File: src/serial_unit_defines.vh
`ifndef SERIAL_UNIT_DEFINES_VH
`define SERIAL_UNIT_DEFINES_VH
// APB register byte offsets
`define OFS_CTRL 12'h000
`define OFS_MODE 12'h004
`define OFS_STATUS 12'h008
`define OFS_TXDATA 12'h00C
`define OFS_RXDATA 12'h010
`define OFS_IRQ 12'h014
// Control register bits
`define CTRL_TX_ON 2
`define CTRL_RX_ON 3
`define CTRL_TX_DONE_IRQ_EN 4
`define CTRL_RX_IRQ_EN 5
`define CTRL_TX_IRQ_EN 6
// Mode register bits
`define MODE_SYNC 0
`define MODE_CLK_OUT 1
`define MODE_PARITY_EN 2
`define MODE_PARITY_ODD 3
// Status register bits
`define ST_TX_DONE 2
`define ST_PARITY_ERR 3
`define ST_FRAMING_ERR 4
`define ST_OVERRUN 5
`define ST_RX_FULL 6
`define ST_TX_EMPTY 7
// Reset values
`define CTRL_RESET 8'h00
`define MODE_RESET 8'h00
`define DIV_RESET 8'h0F
`define BYTE_ZERO 8'h00
// Counts and register offsets
`define BITS_PER_CHAR 4'h8
`define OVERSAMPLE 4'hF
`define HALF_BIT 4'h7
`define LAST_BIT 4'h7
`define APB_ERR_OFS 12'h018
`define OFS_DIV 12'h018
`endif

File: src/serial_unit.v
`include "serial_unit_defines.vh"
`default_nettype none

module serial_unit (
   // APB slave
   input wire pclk,
   input wire presetn,
   input wire psel,
   input wire penable,
   input wire pwrite,
   input wire [11:0] paddr,
   input wire [31:0] pwdata,
   output reg [31:0] prdata,
   output reg pready,
   output reg pslverr,
   // Serial pins
   input wire rxd_in,
   output reg txd_out,
   input wire sck_in,
   output reg sck_out,
   output reg sck_oe,
   // Interrupt requests
   output reg rx_fault_irq,
   output reg rx_full_irq,
   output reg tx_empty_irq,
   output reg tx_done_irq,
   output reg [1:0] top_irq_code
);

   // ************************************************
   // Registers and state
   // ************************************************
   reg [7:0] serial_ctrl_reg;
   reg [7:0] mode_r;
   reg [7:0] div_r;
   reg [7:0] tx_holding_reg;
   reg [7:0] rx_holding_reg;
   reg [7:0] rx_shifter;
   reg [7:0] tx_shifter;
   reg rx_full_flag, overrun_flag, framing_error_flag, parity_error_flag;
   reg tx_holding_empty_flag, tx_done_flag;
   reg [1:0] rxd_sync, sck_sync;
   reg sck_prev;
   reg [7:0] div_cnt;
   reg tick;
   // Clocked-mode engine
   reg sync_busy, sync_half;
   reg [3:0] sync_bits;
   reg tx_active;
   // Async receiver
   reg [3:0] os_cnt;
   reg [3:0] a_bits;
   reg a_busy, a_par;
   reg a_parbit_phase, a_stop_phase;
   reg a_rx_prev;
   // Async transmitter
   reg [3:0] at_os;
   reg [3:0] at_bits;
   reg at_busy;

   wire rx_on = serial_ctrl_reg[`CTRL_RX_ON];
   wire tx_on = serial_ctrl_reg[`CTRL_TX_ON];
   wire sync_mode = mode_r[`MODE_SYNC];
   wire clk_out = mode_r[`MODE_CLK_OUT];
   wire any_err = overrun_flag | framing_error_flag | parity_error_flag;
   wire rxd = rxd_sync[1];
   wire sck_s = sck_sync[1];
   wire ext_rise = sync_mode & ~clk_out & sck_s & ~sck_prev;
   wire ext_fall = sync_mode & ~clk_out & ~sck_s & sck_prev;
   wire acc = psel & penable & pready;
   wire wr = acc & pwrite;
   wire rd = acc & ~pwrite;

   // Status byte assembly, used for status reads
   function [7:0] status_byte;
      input f_tde, f_full, f_ov, f_fe, f_pe, f_done;
      begin
         status_byte = `BYTE_ZERO;
         status_byte[`ST_TX_EMPTY] = f_tde;
         status_byte[`ST_RX_FULL] = f_full;
         status_byte[`ST_OVERRUN] = f_ov;
         status_byte[`ST_FRAMING_ERR] = f_fe;
         status_byte[`ST_PARITY_ERR] = f_pe;
         status_byte[`ST_TX_DONE] = f_done;
      end
   endfunction

   // ************************************************
   // Pin synchronisers and baud divider
   // ************************************************
   always @(posedge pclk or negedge presetn) begin
      if (!presetn) begin
         rxd_sync <= 2'b11;
         sck_sync <= 2'b11;
         sck_prev <= 1'b1;
         div_cnt <= `BYTE_ZERO;
         tick <= 1'b0;
      end else begin
         rxd_sync <= {rxd_sync[0], rxd_in};
         sck_sync <= {sck_sync[0], sck_in};
         sck_prev <= sck_s;
         // Tick is 16x bit rate in async, half bit in clocked output mode
         if (div_cnt == div_r) begin
            div_cnt <= `BYTE_ZERO;
            tick <= 1'b1;
         end else begin
            div_cnt <= div_cnt + 8'h01;
            tick <= 1'b0;
         end
      end
   end

   // ************************************************
   // APB slave: zero wait states, unmapped gives error
   // ************************************************
   always @(posedge pclk or negedge presetn) begin
      if (!presetn) begin
         prdata <= 32'h0000_0000;
         pready <= 1'b0;
         pslverr <= 1'b0;
      end else begin
         // Ready answers in the first access cycle
         pready <= psel & ~penable;
         pslverr <= 1'b0;
         if (psel & ~penable) begin
            pslverr <= (paddr > `OFS_DIV) | (paddr[1:0] != 2'b00);
            case (paddr)
               `OFS_CTRL: prdata <= {24'h000000, serial_ctrl_reg};
               `OFS_MODE: prdata <= {24'h000000, mode_r};
               `OFS_STATUS: prdata <= {24'h000000, status_byte(tx_holding_empty_flag,
                  rx_full_flag, overrun_flag, framing_error_flag, parity_error_flag,
                  tx_done_flag)};
               `OFS_TXDATA: prdata <= {24'h000000, tx_holding_reg};
               `OFS_RXDATA: prdata <= {24'h000000, rx_holding_reg};
               `OFS_IRQ: prdata <= {24'h000000, 2'b00, top_irq_code, rx_fault_irq,
                  rx_full_irq, tx_empty_irq, tx_done_irq};
               `OFS_DIV: prdata <= {24'h000000, div_r};
               default: prdata <= 32'h0000_0000;
            endcase
         end
      end
   end

   // ************************************************
   // Control, data and flags
   // ************************************************
   reg char_done;
   reg char_fe, char_pe;
   reg tx_load;
   always @(posedge pclk or negedge presetn) begin
      if (!presetn) begin
         serial_ctrl_reg <= `CTRL_RESET;
         mode_r <= `MODE_RESET;
         div_r <= `DIV_RESET;
         tx_holding_reg <= `BYTE_ZERO;
         rx_holding_reg <= `BYTE_ZERO;
         rx_full_flag <= 1'b0;
         overrun_flag <= 1'b0;
         framing_error_flag <= 1'b0;
         parity_error_flag <= 1'b0;
         tx_holding_empty_flag <= 1'b1;
         tx_done_flag <= 1'b1;
      end else begin
         if (wr && paddr == `OFS_CTRL)
            serial_ctrl_reg <= pwdata[7:0];
         if (wr && paddr == `OFS_MODE)
            mode_r <= pwdata[7:0];
         if (wr && paddr == `OFS_DIV)
            div_r <= pwdata[7:0];
         if (wr && paddr == `OFS_TXDATA)
            tx_holding_reg <= pwdata[7:0];
         // software-only clear: write 0 to a flag bit clears it; bit 7 clears TX empty and TX done, bit 2 clears nothing
         if (wr && paddr == `OFS_STATUS) begin
            if (!pwdata[`ST_RX_FULL]) rx_full_flag <= 1'b0;
            if (!pwdata[`ST_OVERRUN]) overrun_flag <= 1'b0;
            if (!pwdata[`ST_FRAMING_ERR]) framing_error_flag <= 1'b0;
            if (!pwdata[`ST_PARITY_ERR]) parity_error_flag <= 1'b0;
            if (!pwdata[`ST_TX_EMPTY]) begin
               tx_holding_empty_flag <= 1'b0;
               tx_done_flag <= 1'b0;
            end
         end
         if (tx_load)
            tx_holding_empty_flag <= 1'b1;
         if (tx_active && !tx_load && !sync_busy && !at_busy)
            tx_done_flag <= 1'b1;
         // load or overrun, nothing while an error stands; set wins
         if (char_done && !any_err) begin
            if (rx_full_flag && !(wr && paddr == `OFS_STATUS &&
                  !pwdata[`ST_RX_FULL])) begin
               overrun_flag <= 1'b1;
               if (char_fe) framing_error_flag <= 1'b1;
               if (char_pe) parity_error_flag <= 1'b1;
            end else begin
               rx_holding_reg <= rx_shifter;
               // break gives framing error with zero data
               if (char_fe | char_pe) begin
                  framing_error_flag <= framing_error_flag | char_fe;
                  parity_error_flag <= parity_error_flag | char_pe;
               end else
                  rx_full_flag <= 1'b1;
            end
         end
      end
   end

   // ************************************************
   // Receive and transmit engines
   // ************************************************
   always @(posedge pclk or negedge presetn) begin
      if (!presetn) begin
         rx_shifter <= `BYTE_ZERO;
         tx_shifter <= `BYTE_ZERO;
         txd_out <= 1'b1;
         sck_out <= 1'b1;
         sck_oe <= 1'b0;
         sync_busy <= 1'b0;
         sync_half <= 1'b0;
         sync_bits <= 4'h0;
         tx_active <= 1'b0;
         os_cnt <= 4'h0;
         a_bits <= 4'h0;
         a_busy <= 1'b0;
         a_par <= 1'b0;
         a_parbit_phase <= 1'b0;
         a_stop_phase <= 1'b0;
         a_rx_prev <= 1'b1;
         at_os <= 4'h0;
         at_bits <= 4'h0;
         at_busy <= 1'b0;
         char_done <= 1'b0;
         char_fe <= 1'b0;
         char_pe <= 1'b0;
         tx_load <= 1'b0;
      end else begin
         char_done <= 1'b0;
         char_fe <= 1'b0;
         char_pe <= 1'b0;
         tx_load <= 1'b0;
         sck_oe <= sync_mode & clk_out;
         if (sync_mode) begin
            // errors block start of any character
            if (!sync_busy && !any_err && !tx_load) begin
               if (tx_on && !tx_holding_empty_flag) begin
                  tx_shifter <= tx_holding_reg;
                  tx_load <= 1'b1;
                  tx_active <= 1'b1;
                  sync_busy <= 1'b1;
                  txd_out <= tx_holding_reg[0];
               // receive start, resumes once overrun cleared
               end else if (rx_on && !tx_on && clk_out) begin
                  sync_busy <= 1'b1;
                  tx_active <= 1'b0;
               end else if (rx_on && !clk_out) begin
                  sync_busy <= 1'b1;
                  tx_active <= 1'b0;
               end
               sync_bits <= 4'h0;
               sync_half <= 1'b0;
               sck_out <= 1'b1;
            end else if (sync_busy) begin
               // stop output clock on receive-off while no send is active, or on overrun
               if (clk_out && ((!rx_on && !tx_active) || overrun_flag)) begin
                  sync_busy <= 1'b0;
                  sck_out <= 1'b1;
               end else if ((clk_out && tick && !sync_half) || ext_fall) begin
                  sck_out <= ~clk_out;
                  sync_half <= 1'b1;
                  if (sync_bits != 4'h0)
                     txd_out <= tx_shifter[0];
               end else if ((clk_out && tick && sync_half) || ext_rise) begin
                  sck_out <= 1'b1;
                  sync_half <= 1'b0;
                  rx_shifter <= {rxd, rx_shifter[7:1]};
                  tx_shifter <= {1'b1, tx_shifter[7:1]};
                  sync_bits <= sync_bits + 4'h1;
                  if (sync_bits == `LAST_BIT) begin
                     sync_busy <= 1'b0;
                     char_done <= rx_on;
                  end
               end
            end
         end else begin
            sck_out <= 1'b1;
            sync_busy <= 1'b0;
            // start detected on falling edge at 16x rate
            if (tick) begin
               // History frozen while an error blocks starts, so a break restarts later
               if (a_busy || !any_err)
                  a_rx_prev <= rxd;
               if (!a_busy) begin
                  if (rx_on && !any_err && a_rx_prev && !rxd) begin
                     a_busy <= 1'b1;
                     os_cnt <= 4'h0;
                     a_bits <= 4'h0;
                     a_par <= 1'b0;
                     a_parbit_phase <= 1'b0;
                     a_stop_phase <= 1'b0;
                  end
               end else begin
                  os_cnt <= os_cnt + 4'h1;
                  if (os_cnt == `HALF_BIT) begin
                     if (a_stop_phase) begin
                        a_busy <= 1'b0;
                        // Frame boundary: a low line after it counts as a new start
                        a_rx_prev <= 1'b1;
                        char_done <= 1'b1;
                        char_fe <= ~rxd;
                        char_pe <= mode_r[`MODE_PARITY_EN] &
                           (a_par ^ mode_r[`MODE_PARITY_ODD]);
                     end else if (a_parbit_phase) begin
                        a_par <= a_par ^ rxd;
                        a_stop_phase <= 1'b1;
                     end else if (a_bits != 4'h0) begin
                        rx_shifter <= {rxd, rx_shifter[7:1]};
                        a_par <= a_par ^ rxd;
                        if (a_bits == `BITS_PER_CHAR) begin
                           a_parbit_phase <= mode_r[`MODE_PARITY_EN];
                           a_stop_phase <= ~mode_r[`MODE_PARITY_EN];
                        end
                     end else if (rxd)
                        a_busy <= 1'b0;
                     a_bits <= a_bits + 4'h1;
                  end
               end
               // Async transmitter: start, 8 data, stop
               if (!at_busy) begin
                  txd_out <= 1'b1;
                  if (tx_on && !any_err && !tx_holding_empty_flag && !tx_load) begin
                     tx_shifter <= tx_holding_reg;
                     tx_load <= 1'b1;
                     tx_active <= 1'b1;
                     at_busy <= 1'b1;
                     at_os <= 4'h0;
                     at_bits <= 4'h0;
                     txd_out <= 1'b0;
                  end
               end else begin
                  at_os <= at_os + 4'h1;
                  if (at_os == `OVERSAMPLE) begin
                     at_bits <= at_bits + 4'h1;
                     if (at_bits == `BITS_PER_CHAR) begin
                        at_busy <= 1'b0;
                        txd_out <= 1'b1;
                     end else begin
                        txd_out <= (at_bits == `LAST_BIT + 4'h1) ? 1'b1 : tx_shifter[0];
                        tx_shifter <= {1'b1, tx_shifter[7:1]};
                     end
                  end
               end
            end
         end
         if (tx_active && !sync_busy && !at_busy && tx_holding_empty_flag && !tx_load)
            tx_active <= 1'b0;
      end
   end

   // ************************************************
   // Interrupt requests
   // ************************************************
   always @(posedge pclk or negedge presetn) begin
      if (!presetn) begin
         rx_fault_irq <= 1'b0;
         rx_full_irq <= 1'b0;
         tx_empty_irq <= 1'b0;
         tx_done_irq <= 1'b0;
         top_irq_code <= 2'b00;
      end else begin
         // fault request ORs the three errors
         rx_fault_irq <= serial_ctrl_reg[`CTRL_RX_IRQ_EN] & any_err;
         rx_full_irq <= serial_ctrl_reg[`CTRL_RX_IRQ_EN] & rx_full_flag;
         tx_empty_irq <= serial_ctrl_reg[`CTRL_TX_IRQ_EN] & tx_holding_empty_flag;
         tx_done_irq <= serial_ctrl_reg[`CTRL_TX_DONE_IRQ_EN] & tx_done_flag;
         if (serial_ctrl_reg[`CTRL_RX_IRQ_EN] & any_err)
            top_irq_code <= 2'b00;
         else if (serial_ctrl_reg[`CTRL_RX_IRQ_EN] & rx_full_flag)
            top_irq_code <= 2'b01;
         else if (serial_ctrl_reg[`CTRL_TX_IRQ_EN] & tx_holding_empty_flag)
            top_irq_code <= 2'b10;
         else
            top_irq_code <= 2'b11;
      end
   end

endmodule // serial_unit

`default_nettype wire

File: config.mk
export PLATFORM = sky130hd
export DESIGN_NAME = serial_unit
export DESIGN_NICKNAME = d
export VERILOG_FILES = /design/src/serial_unit.v
export VERILOG_INCLUDE_DIRS = /design/src
export SDC_FILE = /design/constraint.sdc
export NUM_CORES = 1
export LEC_CHECK = 0
export ABC_AREA = 1
export BUFFER_PORTS_ARGS = -buffer_cell sky130_fd_sc_hd__buf_4
export CORE_MARGIN = 3
export CORE_UTILIZATION = 45
export DETAILED_ROUTE_END_ITERATION = 8
export GPL_ROUTABILITY_DRIVEN = 0
export PLACE_DENSITY = 0.73
export SLEW_MARGIN = 20
export SYNTH_ARGS = -nofsm -noshare
export SYNTH_HDL_FRONTEND = slang
export SYNTH_SLANG_ARGS = --single-unit
File: constraint.sdc
create_clock -name pclk -period 1.5 [get_ports pclk]
set_input_delay 0.3 -clock pclk [delete_from_list [all_inputs] [get_ports pclk]]
set_output_delay 0.3 -clock pclk [all_outputs]
set_load 0.05 [all_outputs]
Yosys cells after proc, flatten, opt, wreduce, memory -nomap -nowiden:

Cells that the tools add are included.
W data, S select, Z words.

* register bits: 152
* output and inout bits: 43

* $add $sub $neg: 6
* $lt $le $gt $ge: 1
* equality and inequality tests: 41
* mux-type cells: 170
* bitwise gates (word level): 31
* reduce and logical (&&, ||, !) cells: 84

Operators by type and width (count)
* $mux W8: 25
* $mux W1: 129
* $pmux W8 S7: 1
* $mux W4: 13
* $eq A12 B5 Y1 const B: 3
* $logic_and A1 B1 Y1: 32
* $eq A12 B4 Y1 const B: 2
* $reduce_bool A2 Y1: 11
* $add A4 B1 Y4 const B: 5
* $ne A3 B1 Y1 const B: 6
* $ne A2 B2 Y1 const B: 8
* $and A1 B1 Y1: 15
* $reduce_and A5 Y1: 3
* $logic_not A1 Y1: 13
* $eq A12 B3 Y1 const B: 1
* $eq A4 B4 Y1 const B: 3
* $gt A12 B5 Y1 const B: 1
* $logic_not A12 Y1: 1
* $ne A2 B1 Y1 const B: 6
* $reduce_and A4 Y1: 3
* $reduce_bool A3 Y1: 4
* $reduce_and A11 Y1: 1
* $ne A5 B1 Y1 const B: 2
* $reduce_and A2 Y1: 5
* 16 further kinds: 40

Longest topological paths before layout:

* depth in word-level cells: 11
* mapped depth: 10
* mapped depth without buffers: 10

Least setup slack after synthesis:

OpenSTA, ideal clock, no wires.

* path kind: register to register
* from: reg pready
* to: reg div_r[5]
* library setup time: 126 ps
* arrival: 1502 ps
* data required time: 1374 ps
* path slack: -128 ps
* stages on the path, launching flop included: 7
* cells stage by stage: dfrtp_1 > nand2_1 > nor2_4 > nand3_2 > buf_2 > nand2_1 > o21ai_0

* word-level cells in the longest chain between the ends: 3

Ends and longest elaborated chain
* from (decl): RTL line serial_unit.v:14 `output reg pready,`
* from (signal assigned): RTL line serial_unit.v:123 `pready <= psel & ~penable;`
* $and A1 B1 Y1: RTL line serial_unit.v:70 `wire acc = psel & penable & pready;`
* $and A1 B1 Y1: RTL line serial_unit.v:71 `wire wr = acc & pwrite;`
* $logic_and A1 B1 Y1 (no source line)
* to (signal assigned): RTL line serial_unit.v:154 `` div_r <= `DIV_RESET; ``
* to (signal assigned): RTL line serial_unit.v:169 `div_r <= pwdata[7:0];`
* to (decl): RTL line serial_unit.v:35 `reg [7:0] div_r;`

No other way between the ends.
A chain may end at the register's enable or synchronous reset.

Final worst setup path:

* from: reg overrun_flag
* to: reg tx_shifter[6]

* word-level cells in the longest chain between the ends: 8

Ends and longest elaborated chain
* from (decl): RTL line serial_unit.v:40 `reg rx_full_flag, overrun_flag, framing_error_flag, parity_error_flag;`
* from (signal assigned): RTL line serial_unit.v:158 `overrun_flag <= 1'b0;`
* from (signal assigned): RTL line serial_unit.v:175 `` if (!pwdata[`ST_OVERRUN]) overrun_flag <= 1'b0; ``
* from (signal assigned): RTL line serial_unit.v:191 `overrun_flag <= 1'b1;`
* $or A1 B1 Y1 (2 in a row): RTL line serial_unit.v:65 `wire any_err = overrun_flag | framing_error_flag | parity_error_flag;`
* $logic_not A1 Y1: RTL line serial_unit.v:243, serial_unit.v:329
* $logic_and A1 B1 Y1 (3 in a row): RTL line serial_unit.v:329 `if (tx_on && !any_err && !tx_holding_empty_flag && !tx_load) begin`
* $reduce_bool A3 Y1 (no source line)
* $reduce_and A9 Y1 (no source line)
* to (signal assigned): RTL line serial_unit.v:275 `tx_shifter <= {1'b1, tx_shifter[7:1]};`
* to (signal assigned): RTL line serial_unit.v:330 `tx_shifter <= tx_holding_reg;`
* to (signal assigned): RTL line serial_unit.v:347 `tx_shifter <= {1'b1, tx_shifter[7:1]};`
* to (decl): RTL line serial_unit.v:39 `reg [7:0] tx_shifter;`

Several ways; a longest one is shown, not always the timed one.

==> key figures <==
Floorplanning
  • Total core area: 0.0148 mm²
  • Die Area: 0.0170 mm²
  • FP Rows: 44
  • Die span in y: 130 µm
  • Die width: 130 µm
  • IO Pins: 94
  • Initial core utilization: 46.9%

Worst hold path
  • Min-Delay Path Class: input port to register
  • WHS Path Cells: 3

Drt
  • Drt drc: 0
  • DR vias: 6,195
  • 1st-iter DRT viols: roughly 450
  • Vias per cell: 5.17
  • Routed length per instance: roughly 15 µm
  • Routed wire length: 17.6 mm
  • Detail Route Antenna Nets: 0
  • DR pass1 iterations: 5

Synth
  • Yosys warning total: 0
  • Post-Syn Instances: 866
  • Async SR Flop Fraction: 100%
  • Post-Syn Area per Cell: 8.02 µm²
  • Post-synth top flop: dfrtp_1
  • Register bit total from synthesis: 128
  • Number of flops mapped to enable cells by yosys: 0
  • Yosys cell types: 42
  • Share of the synthesized area in the top cell type: 41.1%
  • Synth area leaders: dfrtp_1 (41%), nand2_1 (12%), nand3_1 (8.3%)
  • Post-Synthesis Cell Area: 0.00695 mm²
  • Area leader, netlist: dfrtp_1
  • Seq/Total Area, Yosys: 46.4%

Timing
  • Part of the cycle the worst path needs: 102%
  • Final setup margin: -0.0374 ns
  • RSZ-0062 raised after global routing: yes
  • Final hold violations: 0
  • Peak Freq: about 650 MHz
  • Worst clock skew: a little over 0.01 ns
  • Final Max Tran Viols: 0
  • Fin crit period: 1.54 ns
  • Endpoints failing setup: 11

Finish
  • Final nets: 1,061
  • Finished Core Util: 60.7%
  • Area delta synth->final: 29.4%
  • Commonest non-fill, non-tap cell in the layout: nand2_1
  • Commonest cells after routing, fill and taps aside: nand2_1 (204), buf_4 (117), nand3_1 (111)
  • Layout cell share with drive strength beyond 1: roughly 28%
  • Inserted Diodes: 0
  • Non-filler cells, final: 1,198

Power and ir drop
  • PwrDens: 991 mW/mm²
  • Design Power: between 8000 and 9000 µW
  • VDD IR max: 0.000952 V
  • Static Leak: 0.00452 µW

Worst setup path
  • Crit path max fanout: 8
  • Critical Path End Type: register
  • WP data required: 1.81 ns
  • Critical path startpoint category: register
  • Critical path class: register to register
  • R2r worst-path depth: 8
  • Arrival @ worst endpoint: about 1.9 ns

Global route
  • Vias in the first global route: 5,901
  • GRT overflow: 0
  • First-pass GRT wire length: 28.9 mm
  • GRT Overall Usage: 21.8%
  • Largest net degree at the start of global routing: 35
  • Antenna violations before repair: 0

Placement
  • Placed insts: between 1,000 and 1,500
  • Port bufs: 45
  • Dpl ws: -0.0974 ns
  • Dpl hpwl: 12.9 mm

CTS
  • Clock Latency Late Sink: 0.42 ns
  • H-tree depth: 4
  • CTS tree: yes
  • Root Driver: clkbuf_16
  • # clock sinks: 128
  • Clock Path Buffers: 2
  • Clock slew at reported path FFs: around 0.060 ns
  • Total clock buffers created by CTS: 17

Outcome
  • Status: finished with violations
  • Failing checks: negative setup slack

Job
  • Max Cap Viol: 0
-- worst max-delay path, stage by stage, from the launching register on --
cell,delay [ns]
dfrtp_2,0.44
nor2_4,0.17
nand4_4,0.19
nand2_2,0.15
nor2_2,0.06
nor2_4,0.16
nand2_4,0.13
nand2_2,0.08
nand2_1,0.05
-- synthesized netlist by cell type, types with 11 or more instances --
| cell type | number |
|---|---|
| inv_1 | 68 |
| nand4_1 | 19 |
| o21ai_0 | 54 |
| dfrtp_1 | 114 |
| dfstp_2 | 14 |
| nand3_1 | 115 |
| nor2_1 | 83 |
| buf_4 | 27 |
| nor2_4 | 11 |
| nand2_1 | 228 |
-- final cells by class --
cell class / count / area, µm²
repair buffers: 134 / 1140
fillers: 1259 / 5820
inverters: 78 / 305
multi-input cells: 642 / 3390
well taps: 184 / 230
clock buffers: 18 / 429
flip-flops and latches: 128 / 3230
clock inverters: 14 / 262
-- per-stage QoR --
step / hold WS [ns] / cell area [µm²] / setup TNS, ns
2_1_floorplan: 0.00441 / 7040 / 0
3_3_place_gp: 0.238 / 8010 / -0.802
3_5_place_dp: 0.241 / 8010 / -2.21
4_1_cts: 0.132 / 8790 / 0
5_1_grt: 0.155 / 8990 / -2.33
6_report: 0.146 / 8990 / -0.275
-- metal layers --
layer	GRT usage, %	routed length (µm)	up-vias
met5	0	0	-
met4	8.31	457	0
met3	4.42	858	33
met2	34.9	8400	161
met1	29.2	7900	2945
li1	-	-	3056
-- logic make-up (layout without fill, tap and decap cells) --
| kind of cell | count (synthesis) | in the layout | share of synthesized area [%] |
|---|---|---|---|
| simple gates | 498 | 498 | 33.8 |
| flops | 128 | 128 | 46.4 |
| buf+inv | 119 | 244 | 8.39 |
| fa+ha+maj | 9 | 9 | 1.62 |
| other cells | 1 | 24 | 0.0540 |
| xor+xnor | 20 | 20 | 2.52 |
| compound gates | 91 | 91 | 7.29 |
-- worst paths after layout --
| check | start | to | slack (ns) |
|---|---|---|---|
| min | pwdata[3] | parity_error_flag | 0.15 |
| min reg2reg | sck_sync[0] | sck_sync[1] | 0.35 |
| max in group asynchronous | presetn | pready | 0.63 |
| max reg2reg | overrun_flag | tx_shifter[6] | -0.04 |
| max | overrun_flag | tx_shifter[6] | -0.04 |
| min in group asynchronous | presetn | tx_shifter[5] | 0.34 |
-- repair_timing --
action                                  4_1_cts  5_1_grt
gates cloned                                  0        0
gates resized for setup                      11       61
setup buffers                                 2        5
hold buffers                                  3        0
hold endpoints to repair                     12        0
endpoints found under the setup margin       39       49
pin swaps                                     6       18
-- where the power goes --
| part | leakage, µW | switching (µW) | internal [µW] |
|---|---|---|---|
| logic | 0.00249 | 389 | 166 |
| registers | 0.00170 | 18.0 | 3480 |
| clock network | 0.000330 | 1570 | 3290 |
Power figures use the tool's default switching activity.
